--- config.mk ---
export PLATFORM = sky130hd
export DESIGN_NAME = wbcw_loader
export DESIGN_NICKNAME = d
export VERILOG_FILES = /design/src/rtl/wbcw_pkg.sv /design/src/rtl/wbcw_loader.sv
export SDC_FILE = /design/constraint.sdc
export NUM_CORES = 1
export LEC_CHECK = 0
export BUFFER_PORTS_ARGS = -buffer_cell sky130_fd_sc_hd__buf_2
export CORE_MARGIN = 5
export CORE_UTILIZATION = 42
export DETAILED_ROUTE_END_ITERATION = 10
export GPL_TIMING_DRIVEN = 0
export PLACE_DENSITY = 0.74
export REMOVE_ABC_BUFFERS = 1
export SLEW_MARGIN = 20
export SYNTH_ARGS = -nofsm -noshare
export SYNTH_HDL_FRONTEND = slang
export SYNTH_SLANG_ARGS = --single-unit
export TNS_END_PERCENT = 30
--- constraint.sdc ---
create_clock -name clk -period 2.96 [get_ports clk]
set_input_delay 0.296 -clock clk [delete_from_list [all_inputs] [get_ports clk]]
set_output_delay 0.296 -clock clk [all_outputs]
set_load 0.005 [all_outputs]
--- src/rtl/wbcw_pkg.sv ---
// Contract
// (RL1) Warm boot resets config logic, keeps this block
// (RL2) Warm boot loads from start address register
// (RL3) Default start: zero, or all ones descending
// (RL4) Caller sends dummy, sync, address, then command
// (RL5) Decode headers for address, command, timer writes
// (RL6) Low nibble ones warm boot; 0x11 reload; 0xD release
// (RL7) Warm boot: init, done low; clear; load
// (RL8) Revision select follows start address on warm boot
// (RL9) Serial flash gets 24-bit address shifted out
// (RL10) Revision select pins actively driven on reboot
// (RL11) Warm boot during fallback ignored but recorded
// (RL12) History is a two-entry shift register
// (RL13) Entry carries valid plus six status flags
// (RL14) First clean load: entry zero valid only
// (RL15) Failed warm image then fallback recorded correctly
// (RL16) Watchdog tick is 50 MHz over 256; 24 bits
// (RL17) Watchdog timeout loads fallback image
// (RL18) Timer write enables; fallback disables until warm boot
// (RL19) Config monitor expiry before startup end fails
// (RL20) User logic reloads watchdog before it expires
// (RL21) Shutdown disables the watchdog
// (RL22) Config monitor timeout covers whole load
// (RL23) Config error: reset, drive revision select zero
// (RL24) Fallback failure halts with init, done low
// (RL25) Reload restores count, keeps monitor mode
// (RL26) Words ignored until sync, again after release
package wbcw_pkg;
  localparam logic [31:0] SYNC_WORD      = 32'haa995566;
  localparam logic [31:0] HDR_START_ADDR = 32'h30020001;
  localparam logic [31:0] HDR_COMMAND    = 32'h30008001;
  localparam logic [31:0] HDR_TIMER      = 32'h30022001;
  localparam logic [3:0]  CMD_WARM_NIB   = 4'hf;
  localparam logic [31:0] CMD_RELOAD     = 32'h00000011;
  localparam logic [31:0] CMD_RELEASE    = 32'h0000000d;
  localparam int          ADDR_W         = 26;
  localparam int          SPI_ADDR_W     = 24;
  localparam int          WD_W           = 24;
  localparam int          RS_HI          = 31;
  localparam int          RS_LO          = 30;
  localparam int          TMR_USR_BIT    = 31;
  localparam int          TMR_CFG_BIT    = 30;
  localparam logic [1:0]  RS_FALLBACK    = 2'h0;
  localparam logic [25:0] ADDR_ASCEND    = 26'h0000000;
  localparam logic [25:0] ADDR_DESCEND   = 26'h3ffffff;
  localparam int          CLK_FREQ_MHZ   = 100;
  localparam int          WD_SRC_MHZ     = 50;
  localparam int          WD_PREDIV      = 256;
  localparam int          WD_TICK_CYCLES = WD_PREDIV * CLK_FREQ_MHZ / WD_SRC_MHZ;
  localparam int          TICK_W         = $clog2(WD_TICK_CYCLES);

  typedef enum logic [2:0] {
    MODE_MSERIAL, MODE_SPI, MODE_PAR_ASC, MODE_PAR_DESC,
    MODE_MPARALLEL, MODE_JTAG, MODE_SPARALLEL, MODE_SSERIAL
  } wbcw_mode_t;
  typedef enum logic [2:0] {PH_CLEAR, PH_SHIFT, PH_LOAD, PH_RUN, PH_HALT} wbcw_phase_t;
  typedef enum logic [1:0] {TGT_NONE, TGT_START, TGT_CMD, TGT_TIMER} wbcw_target_t;

  typedef struct packed {
    logic wrapErr;
    logic crcErr;
    logic deviceCodeMismatchFlag;
    logic watchdogExpiryFlag;
    logic warmBoot;
    logic fallback;
    logic valid;
  } wbcw_hist_t;
  typedef struct packed {
    wbcw_hist_t entry1;
    wbcw_hist_t entry0;
  } wbcw_boot_history_t;
  typedef struct packed {
    logic             userMonitorEnable;
    logic             configMonitorEnable;
    logic [WD_W-1:0]  value;
  } wbcw_timer_t;
  typedef struct packed {
    logic        valid;
    logic [31:0] data;
  } wbcw_word_t;
  typedef struct packed {
    logic startupDone;
    logic crcErr;
    logic idErr;
    logic wrapErr;
  } wbcw_result_t;
  typedef struct packed {
    logic [1:0]        revisionSelectPins;
    logic              revisionSelectOe;
    logic [ADDR_W-1:0] addr;
    logic              spiData;
    logic              spiActive;
  } wbcw_flash_t;
  typedef struct packed {
    wbcw_phase_t        phase;
    logic               synced;
    wbcw_target_t       target;
    logic [31:0]        warmBootStartAddress;
    wbcw_timer_t        timer;
    logic [WD_W-1:0]    wdCount;
    logic               wdOn;
    logic [TICK_W-1:0]  tickCnt;
    logic               fallback;
    logic               wdBlocked;
    logic               curWarm;
    wbcw_boot_history_t history;
    logic [15:0]        clearCnt;
    logic [4:0]         shiftCnt;
    logic [SPI_ADDR_W-1:0] shiftReg;
    wbcw_flash_t        flash;
    logic               initHigh;
    logic               doneHigh;
    logic               cfgResetPulse;
    logic               loadStartPulse;
  } wbcw_state_t;
endpackage : wbcw_pkg

--- src/rtl/wbcw_loader.sv ---
`timescale 1ns/1ps
module wbcw_loader
  import wbcw_pkg::*;
#(
  parameter int CLEAR_CYCLES = 64
) (
  input  wire logic         clk,
  input  wire logic         rst_n,
  input  wire wbcw_mode_t   cfgMode,
  input  wire wbcw_word_t   cmdWord,
  input  wire wbcw_result_t loadResult,
  input  wire logic         shutdown,
  output wbcw_flash_t        flashOut,
  output wbcw_boot_history_t bootHistoryStatus,
  output logic               initPin,
  output logic               donePin,
  output logic               cfgResetPulse,
  output logic               loadStartPulse,
  output logic               fallbackActive,
  output logic               watchdogEnabled,
  output logic [WD_W-1:0]    watchdogCount
);
  localparam logic [15:0] CLEAR_LAST = 16'(CLEAR_CYCLES - 1);
  localparam logic [4:0]  SHIFT_LAST = 5'(SPI_ADDR_W - 1);
  localparam logic [TICK_W-1:0] TICK_LAST = TICK_W'(WD_TICK_CYCLES - 1);

  wbcw_state_t s;
  wbcw_state_t next_s;
  logic        warmGo;
  logic        fallbackGo;
  logic        histPush;
  logic        wdExpire;
  logic        wdTick;
  logic        wdActive;
  logic        warmReq;
  logic        reloadReq;
  logic        loadErr;
  wbcw_hist_t  newEntry;
  logic [5:0]  spiRun;
  logic [15:0] initLowRun;

  // ==========================================================
  // Next state
  always_comb
  begin
    next_s = s;
    next_s.cfgResetPulse = 1'b0;
    next_s.loadStartPulse = 1'b0;
    warmGo = 1'b0;
    fallbackGo = 1'b0;
    histPush = 1'b0;
    warmReq = 1'b0;
    newEntry = '0;
    if (wdActive && wdTick && !reloadReq && s.wdCount != '0)
      next_s.wdCount = s.wdCount - 1'b1;

    // Command port: ignored while memory clears or after a halt
    if (cmdWord.valid && s.phase != PH_CLEAR && s.phase != PH_HALT)
    begin
      if (!s.synced)
      begin
        if (cmdWord.data == SYNC_WORD)  // [RL26]
          next_s.synced = 1'b1;
      end
      else
      begin
        case (s.target)
          TGT_NONE:
          begin
            if (cmdWord.data == HDR_START_ADDR)  // [RL5]
              next_s.target = TGT_START;
            else if (cmdWord.data == HDR_COMMAND)
              next_s.target = TGT_CMD;
            else if (cmdWord.data == HDR_TIMER)
              next_s.target = TGT_TIMER;
          end
          TGT_START:
          begin
            next_s.warmBootStartAddress = cmdWord.data;
            next_s.target = TGT_NONE;
          end
          TGT_TIMER:
          begin
            next_s.timer.userMonitorEnable = cmdWord.data[TMR_USR_BIT];
            next_s.timer.configMonitorEnable = cmdWord.data[TMR_CFG_BIT];
            next_s.timer.value = cmdWord.data[WD_W-1:0];
            next_s.wdCount = cmdWord.data[WD_W-1:0];  // [RL25]
            // A write re-arms only when fallback has not locked it out
            next_s.wdOn = !s.wdBlocked &&
                          (cmdWord.data[TMR_USR_BIT] || cmdWord.data[TMR_CFG_BIT]);  // [RL18]
            next_s.target = TGT_NONE;
          end
          TGT_CMD:
          begin
            next_s.target = TGT_NONE;
            if (cmdWord.data[3:0] == CMD_WARM_NIB)  // [RL6]
              warmReq = 1'b1;
            else if (cmdWord.data == CMD_RELEASE)
              next_s.synced = 1'b0;  // [RL26]
          end
          default:
            next_s.target = TGT_NONE;
        endcase
      end
    end
    if (reloadReq)
      next_s.wdCount = s.timer.value;  // [RL25]

    // ==========================================================
    // Watchdog, one tick per predivided configuration clock
    next_s.tickCnt = wdTick ? '0 : s.tickCnt + 1'b1;  // [RL16]
    if (shutdown)
      next_s.wdOn = 1'b0;  // [RL21]

    // ==========================================================
    // Warm boot; inside a fallback load it is only recorded
    if (warmReq)
    begin
      if (s.fallback && s.phase == PH_LOAD)
        next_s.curWarm = 1'b1;  // [RL11]
      else
      begin
        warmGo = 1'b1;
        if (s.phase == PH_LOAD)
        begin
          // Embedded command closes the load that carried it
          histPush = 1'b1;
          newEntry.valid = 1'b1;
          newEntry.warmBoot = s.curWarm;
          newEntry.fallback = s.fallback;
        end
        next_s.curWarm = 1'b1;
        next_s.fallback = 1'b0;
        next_s.flash.revisionSelectPins = s.warmBootStartAddress[RS_HI:RS_LO];  // [RL10]
        next_s.flash.revisionSelectOe = 1'b1;
      end
    end

    // An executed warm boot command wins over a load outcome in the same cycle
    if (s.phase == PH_LOAD && !warmGo && (loadErr || loadResult.startupDone))
    begin
      histPush = 1'b1;
      newEntry.valid = 1'b1;  // [RL13] [RL14]
      newEntry.wrapErr = loadResult.wrapErr;
      newEntry.crcErr = loadResult.crcErr;
      newEntry.deviceCodeMismatchFlag = loadResult.idErr;
      newEntry.watchdogExpiryFlag = wdExpire;  // [RL19]
      newEntry.warmBoot = next_s.curWarm;  // [RL15]
      newEntry.fallback = s.fallback;
      if (loadErr)
      begin
        if (s.fallback)
        begin
          next_s.phase = PH_HALT;  // [RL24]
          next_s.initHigh = 1'b0;
          next_s.doneHigh = 1'b0;
        end
        else
          fallbackGo = 1'b1;  // [RL17]
      end
      else
      begin
        next_s.phase = PH_RUN;
        next_s.doneHigh = 1'b1;
        next_s.flash.revisionSelectOe = 1'b0;
        if (s.curWarm && !s.fallback)
          next_s.wdBlocked = 1'b0;  // [RL18]
      end
    end
    if (s.phase == PH_RUN && wdExpire)
      fallbackGo = 1'b1;  // [RL17]

    if (fallbackGo)
    begin
      next_s.fallback = 1'b1;
      next_s.wdBlocked = 1'b1;  // [RL18]
      next_s.wdOn = 1'b0;
      next_s.curWarm = 1'b0;
      next_s.flash.revisionSelectPins = RS_FALLBACK;  // [RL23]
      next_s.flash.revisionSelectOe = 1'b1;
    end

    if (histPush)
    begin
      next_s.history.entry1 = s.history.entry0;  // [RL12]
      next_s.history.entry0 = newEntry;
    end

    // ==========================================================
    // Reconfiguration sequence; this block itself is not reset
    if (warmGo || fallbackGo)
    begin
      next_s.phase = PH_CLEAR;  // [RL1]
      next_s.cfgResetPulse = 1'b1;
      next_s.initHigh = 1'b0;  // [RL7]
      next_s.doneHigh = 1'b0;
      next_s.clearCnt = '0;
      next_s.synced = 1'b0;
      next_s.target = TGT_NONE;
    end
    else
    begin
      case (s.phase)
        PH_CLEAR:
        begin
          next_s.clearCnt = s.clearCnt + 1'b1;
          if (s.clearCnt == CLEAR_LAST)
          begin
            next_s.initHigh = 1'b1;  // [RL7]
            next_s.flash.addr = '0;
            next_s.shiftCnt = '0;
            next_s.shiftReg = '0;
            // Start location used only by the flash-addressed modes
            case (cfgMode)
              MODE_PAR_ASC:
                next_s.flash.addr = s.curWarm ?
                  s.warmBootStartAddress[ADDR_W-1:0] : ADDR_ASCEND;  // [RL2] [RL3] [RL8]
              MODE_PAR_DESC:
                next_s.flash.addr = s.curWarm ?
                  s.warmBootStartAddress[ADDR_W-1:0] : ADDR_DESCEND;  // [RL3]
              MODE_SPI:
                next_s.shiftReg = s.curWarm ?
                  s.warmBootStartAddress[SPI_ADDR_W-1:0] : '0;  // [RL9]
              default:
                next_s.flash.addr = '0;
            endcase
            if (cfgMode == MODE_SPI)
              next_s.phase = PH_SHIFT;
            else
            begin
              next_s.phase = PH_LOAD;
              next_s.loadStartPulse = 1'b1;
            end
          end
        end
        PH_SHIFT:
        begin
          next_s.shiftReg = {s.shiftReg[SPI_ADDR_W-2:0], 1'b0};  // [RL9]
          next_s.shiftCnt = s.shiftCnt + 1'b1;
          if (s.shiftCnt == SHIFT_LAST)
          begin
            next_s.phase = PH_LOAD;
            next_s.loadStartPulse = 1'b1;
          end
        end
        PH_LOAD, PH_RUN, PH_HALT:
          next_s.clearCnt = s.clearCnt;
        default:
          next_s.phase = PH_HALT;
      endcase
    end
    next_s.flash.spiActive = (next_s.phase == PH_SHIFT);
    next_s.flash.spiData = next_s.shiftReg[SPI_ADDR_W-1];
  end

  // Monitor choice: config mode watches a load, user mode a running image
  assign reloadReq = cmdWord.valid && s.phase != PH_CLEAR && s.phase != PH_HALT &&
                     s.synced && s.target == TGT_CMD && cmdWord.data == CMD_RELOAD;  // [RL6]
  assign wdTick = (s.tickCnt == TICK_LAST);
  assign wdActive = s.wdOn && !shutdown &&
                    ((s.timer.configMonitorEnable && s.phase == PH_LOAD) ||
                     (s.timer.userMonitorEnable && s.phase == PH_RUN));
  assign wdExpire = wdActive && wdTick && !reloadReq && s.wdCount == '0;  // [RL19]
  assign loadErr = loadResult.crcErr || loadResult.idErr ||
                   loadResult.wrapErr || (wdExpire && s.phase == PH_LOAD);

  // ==========================================================
  // State register; power-up starts a first load with pins released
  always_ff @(posedge clk)
  begin
    if (!rst_n)
    begin
      s <= '0;
      s.phase <= PH_CLEAR;
      s.target <= TGT_NONE;
    end
    else
      s <= next_s;
  end

  assign flashOut = s.flash;
  assign bootHistoryStatus = s.history;
  assign initPin = s.initHigh;
  assign donePin = s.doneHigh;
  assign cfgResetPulse = s.cfgResetPulse;
  assign loadStartPulse = s.loadStartPulse;
  assign fallbackActive = s.fallback;
  assign watchdogEnabled = s.wdOn;
  assign watchdogCount = s.wdCount;

  // Run lengths for the checks below; long runs saturate instead of wrapping
  always_ff @(posedge clk)
  begin
    if (!rst_n || !flashOut.spiActive)
      spiRun <= '0;
    else if (spiRun != '1)
      spiRun <= spiRun + 1'b1;
    if (!rst_n || initPin)
      initLowRun <= '0;
    else if (initLowRun != '1)
      initLowRun <= initLowRun + 1'b1;
  end
endmodule : wbcw_loader

==> results.toml, run 1 <==
[outcome]
status = "complete, no violations"

[die]
io_pins = 118
dieWidth_um = 157
start_util_pct = 42.9
row_count = 53
die_y_um = 157
die_area_um2 = 24700
core_area_um2 = 21200

[synthesis]
synth_flop_cell = "dfxtp_1"
synth_edf_count = 0
synth_cells = 1133
yosys.cell_types.count = 57
yosys-top-cells-area = "dfxtp_1 (42%), nand2_1 (6.5%), a21oi_1 (6.4%), buf_4 (6.2%), nor2_1 (4.7%)"
avgSynthCellArea_um2 = 8.01
yosysSeqAreaShare_pct = 41.9
synth_area_um2 = 9080
yosys.area.top_type = "dfxtp_1"
yosys_warnings = 0
ys_ff_latch = 190
async_flop_share_pct = 0
synth_top_area_share_pct = 41.9

[cells_and_area]
n_fill_cell = 1976
layout.nets = 1206
layout_common_cells = "dfxtp_1 (186), nand2_1 (155), buf_2 (117), a21oi_1 (116), nor2_1 (110)"
final_cells = 1450
final_common_cell = "dfxtp_1"
drive_gt1_share_pct = 18.1
syn_to_final_growth_pct = 13.0

[timing]
slew_violations = 0
period_needed_ns = 2.84
finalCritPeriodShare_pct = 96.0
worstMarginPinSlew_ns = 1.02
skew_ns = 0.0143
relSlewSlack_pct = 31.9
setup_ws_ns = 0.119
finalHoldViolCount = 0
setup_viol = 0
fmax_mhz = 352

[power_and_ir_drop]
pwr-share-clk_pct = 45.7
internal_power_uw = 3950
p_sw_uw = 1120
switching_share_pct = 22.1
peakVddDrop_uv = 431
p_total_uw = 5080
p_seq_share_pct = 50.7
powerDensity_nw_per_um2 = 495
p_leak_uw = 0.00384
combPwrFrac_pct = 3.6

[detailed_routing]
routedWlPerCell_um = 17.2
via_count = 8148
dr.pass1.iters = 6
first_iter_violations = 676
drt-total-wl_mm = 24.9
ant_nets = 0
viasPerCell = 5.62
drc = 0

[worst_hold_path]
whs_path_depth = 2
min_from = "shutdown"
hold_path_end = "watchdogEnabled"
worstHoldPathType = "input pin to flop"

[cts]
path_clk_slew_ns = 0.07
h-tree-depth = 4
numCtsBuffers = 17
clock_path_buffers = 2
cts-root-buf = "clkbuf_16"
insertion_delay_ns = 0.44
cts_tree = "done"
clkSinkCount = 190

[critical_path]
path_class = "flop to flop"
reg2reg_slack_ns = 0.12
critPathCaptureType = "flop"
critPathMaxStageDelay_ns = 0.61
r2r-end = "s[75]"
rr_startpoint = "watchdogCount[15]"
cp-start-kind = "flop"
path_cells = "or4_4 > or4_1 > nor4_4 > buf_4 > a211oi_4 > a31oi_4 > buf_12 > nor2_1"
cp.arrival_ns = 3.17
crit_path_top_delay_cell = "or4_1"
cp.required_ns = 3.29
r2r_cells = 8
worstPathMaxFanout = 10

[place]
finalWeightedCongestion = 0.877
place_hpwl_mm = 16.9
dp_slack_ns = -0.607
place.port_buffers = 117
place_inst = 1396

[global_routing]
grt_max_degree = 76
antenna_found_initial = 6
grt_usage_pct = 19.9
gr-total-overflow = 0
grt_pass1_vias = 7759
grt_pass1_wl_mm = 39.8

[flow_run]
max_cap_viol_count = 0
==> layer usage <==
metal | global-route usage, % | vias up | share of wire [%]
met3 | 3.93 | 52 | 6.2
met4 | 9.55 | 0 | 2.9
li1 | - | 3965 | -
met5 | 0 | - | 0
met2 | 30.9 | 296 | 47
met1 | 26.6 | 3835 | 44
==> cell usage after synthesis (all sizes together) (20+ instances only) <==
library cell  instances
dfxtp               190
nand2               158
a21oi               118
nor2                113
buf                  83
clkbuf               56
nor3                 46
and3                 33
nor2b                31
a211oi               26
nand4                26
xor2                 26
nor4                 23
nand3                20
==> what timing repair did <==
| item | in CTS | in global routing |
|---|---|---|
| endpoints found under the hold margin | 0 | 0 |
| pin swaps | 4 | 7 |
| gates cloned | 1 | 0 |
| endpoints found under the setup margin | 89 | 82 |
| setup buffers | 5 | 11 |
| gates resized for setup | 11 | 19 |
| hold buffers | 0 | 0 |
==> metrics by stage <==
step / utilization (%) / hold slack (ns) / TNS (ns) / instance area [um^2]
detailed placement: 44.3 / 0.442 / -25.45 / 9360
finish: 48.5 / 0.0355 / 0 / 10300
floorplan: - / 0.375 / -25.71 / 8260
global route: 48.5 / 0.0323 / -0.0480 / 10300
global placement: 43.5 / 0.429 / -126.51 / 9190
CTS: 47.6 / 0.0244 / -1.44 / 10100
==> power groups by stage <==
stage	registers (uW)	logic (uW)	clock network [uW]
after floorplan	2630	65.4	0
after global placement	2630	155	0
after detailed placement	2630	162	0
after CTS	2570	172	2350
after global routing	2570	199	2460
final	2570	183	2320
==> final cells by class <==
class                           count  area [um^2]  area share [%]
Multi-Input combinational cell    792         4570            44.5
Sequential cell                   190         3810            37.1
Timing Repair Buffer              143          877            8.55
Clock buffer                       22          484            4.72
Tap cell                          275          344            3.35
Clock inverter                      9          108            1.05
Inverter                           13         53.8           0.524
Antenna cell                        6         15.0           0.146
==> critical path, delay by kind of cell, from the launching register on <==
family          cells  cell delay (ns)
flops               1             0.36
buf+inv             2             0.36
compound gates      2             0.33
simple gates        4             1.66
==> how the worst max path moves through the flow <==
stage / slack, ns / cells past startpoint / startpoint / endpoint
final: 0.12 / 8 / watchdogCount[15] / s[75]
after global routing: -0.01 / 13 / s[98] / s[191]
after detailed placement: -0.61 / 6 / s[193] / watchdogCount[6]
after CTS: -0.11 / 11 / s[97] / s[193]
after floorplan: -1.03 / 5 / s[194] / s[35]
after global placement: -2.13 / 5 / s[193] / s[35]
==> flip-flops by register name (all words and copies together) (netlist names) <==
signal and cells:
bootHistoryStatus 14, cfgResetPulse 1, donePin 1, fallbackActive 1
flashOut 30, initPin 1, loadStartPulse 1, s 116
watchdogCount 24, watchdogEnabled 1
==> cells by family after synthesis <==
logic type / share of synthesized area, %
compound gates: 15.8
xor+xnor: 3.57
fa+ha+maj: 0.827
buf+inv: 9.52
flops: 41.9
mux: 1.32
simple gates: 27.0
No activity file was read; power rests on OpenSTA's default activity.
==> run 2, diff against run 1 <==
--- a/config.mk
+++ b/config.mk
@@ -6,11 +6,11 @@
 export NUM_CORES = 1
 export LEC_CHECK = 0
 export BUFFER_PORTS_ARGS = -buffer_cell sky130_fd_sc_hd__buf_2
-export CORE_MARGIN = 5
-export CORE_UTILIZATION = 42
+export CORE_MARGIN = 1
+export CORE_UTILIZATION = 52
 export DETAILED_ROUTE_END_ITERATION = 10
 export GPL_TIMING_DRIVEN = 0
-export PLACE_DENSITY = 0.74
+export PLACE_DENSITY = 0.87
 export REMOVE_ABC_BUFFERS = 1
 export SLEW_MARGIN = 20
 export SYNTH_ARGS = -nofsm -noshare
==> run 2 against run 1 <==
Net effect: sequential cell count is the same; global-route usage is 7.1 points higher; die area down 27%; first-iteration DRC count up 45%; combinational power rose by 8%; clock-buffer cell count decreased by 4; sequential share of layout area decreased by 0.21 points; power increased by 7.0%; routed wire length grew 1.1%; register-to-register slack got worse by 0.07 ns.
==> results.toml, run 2 (synthesis gave the netlist of run 1 again) <==
[timing]
timing.hold.ws_ns = 0.0400
skew_ns = 0.0137
fmax_mhz = 343
relSlewSlack_pct = 25.4
grt_setup_unrepaired = "yes"
period_needed_ns = 2.91
worstMarginPinSlew_ns = 1.12
slew_violations = 0
finalHoldViolCount = 0
finalCritPeriodShare_pct = 98.5
setup_viol = 0
finalSetupTns_ns = 0

[detailed_routing]
via_count = 8575
dr.pass1.iters = 8
viasPerCell = 6.16
top_layer = "met4"
dr_wl_met3_mm = 2.46
first_iter_violations = 978
drt-total-wl_mm = 25.2
ant_nets = 0
routedWlPerCell_um = 18.1
route.met2.wl_mm = 11.6
drt-met1-wl_mm = 10.2
drc = 0

[critical_path]
crit_buf_inv = 2
worstPathMaxFanout = 8
cp.arrival_ns = 3.25
cp-start-kind = "flop"
critPathMaxStageDelay_ns = 0.66
r2r-end = "flashOut[0]"
crit_top_cell = "buf_4"
cp.required_ns = 3.29
r2r_cells = 8
crit_family = "compound AO/OA/AOI/OAI gates"
crit_path_top_delay_cell = "dfxtp_1"
reg2reg_slack_ns = 0.05
path_cells = "o2111ai_2 > nor4_4 > nand4_1 > buf_4 > a211oi_4 > a31oi_4 > buf_4 > a2111oi_1"
critPathCaptureType = "flop"
path_class = "flop to flop"
rr_startpoint = "s[192]"

[die]
start_util_pct = 54.0
io_pins = 118
core_area_um2 = 16800
die_area_um2 = 18000
die_y_um = 134
row_count = 47
dieWidth_um = 134

[cells_and_area]
layout.nets = 1210
largest_reg_flops = 116
drive_gt1_share_pct = 18.3
finish.instance_area_um2 = 10300
regMostFlops = "s"
utilization_pct = 61.3
layout_common_cells = "dfxtp_1 (187), nand2_1 (155), a21oi_1 (117), buf_2 (117), nor2_1 (109)"
final_common_cell = "dfxtp_1"
syn_to_final_growth_pct = 13.6

[place]
finalWeightedCongestion = 0.888
place.port_buffers = 117
place_hpwl_mm = 15.6
dpl-instance-area_um2 = 9310

[global_routing]
grt_pass1_wl_mm = 38.6
grt_usage_pct = 27.0
grt_max_degree = 103
gr-total-overflow = 0
antenna_found_initial = 2
grt_pass1_vias = 7604

[cts]
numCtsBuffers = 17
cts_tree = "done"
h-tree-depth = 4
hold_buffers = 0
clkSinkCount = 190
cts-root-buf = "clkbuf_16"
clock_path_buffers = 2
insertion_delay_ns = 0.45
path_clk_slew_ns = 0.07

[worst_hold_path]
whs_path_depth = 2
hold_path_end = "watchdogEnabled"
worstHoldPathType = "input pin to flop"
min_from = "shutdown"

[outcome]
status = "complete, no violations"

[power_and_ir_drop]
powerDensity_nw_per_um2 = 527
p_total_uw = 5430
peakVddDrop_uv = 407
p_leak_uw = 0.00390

[flow_run]
max_cap_viol_count = 0
-- run 2: cell count changes in the layout (fill, tap and decap cells not counted), moves of 2 or more --
cell,previous run,this run
bufinv_16,2,7
buf_4,15,19
diode_2,6,2
buf_12,4,1
clkbuf_8,4,1
clkinvlp_4,2,0
-- run 2: power breakdown --
part / total (uW) / internal, uW / switching [uW] / leakage (uW)
Clock: 2660 / 1680 / 984 / 0.000332
Sequential: 2570 / 2560 / 9.49 / 0.00153
Combinational: 198 / 64.9 / 133 / 0.00204
Total: 5430 / 4310 / 1130 / 0.00390
-- run 2: layout make-up --
cell class,count,area (um^2)
fill,1371,6500
multi-input combinational,793,4590
sequential,190,3810
timing repair buffer,146,903
clock buffer,18,439
tap,220,275
clock inverter,11,238
inverter,13,53.8
antenna,2,5.00
-- run 2: worst max path at each step --
stage | start | end | slack (ns) | depth (start not counted)
2_1_floorplan | s[194] | s[35] | -1.03 | 5
3_3_place_gp | s[193] | s[35] | -2.04 | 5
3_5_place_dp | s[193] | watchdogCount[6] | -0.51 | 6
4_1_cts | s[193] | watchdogCount[6] | 0.009 | 6
5_1_grt | s[192] | flashOut[0] | -0.04 | 6
6_report | s[192] | flashOut[0] | 0.05 | 8
-- run 2: layer usage --
metal / GRT usage [%] / vias to the layer above
li1: - / 3966
met1: 35.1 / 3956
met2: 41.9 / 548
met3: 5.33 / 105
met4: 15.0 / 0
met5: 0 / -
-- run 2: metrics by stage --
| step | instances | worst slack [ns] |
|---|---|---|
| after global routing | 1393 | -0.0358 |
| final | 1393 | 0.0453 |
| after floorplan | 994 | -1.03 |
| after global placement | 1331 | -2.04 |
| after detailed placement | 1342 | -0.506 |
| after CTS | 1384 | 0.00864 |
-- run 2: worst reg2reg max path, stage by stage (launching register included) --
cell and delay [ns]:
dfxtp_1 0.66, o2111ai_2 0.34, nor4_4 0.43, nand4_1 0.17, buf_4 0.22, a211oi_4 0.38, a31oi_4 0.11, buf_4 0.18
a2111oi_1 0.31
-- run 2: repair_timing --
action,in CTS,in global routing
cloned,1,2
setup buffers,12,5
setup endpoints to repair,89,80
gates resized for setup,10,23
pin swaps,7,5
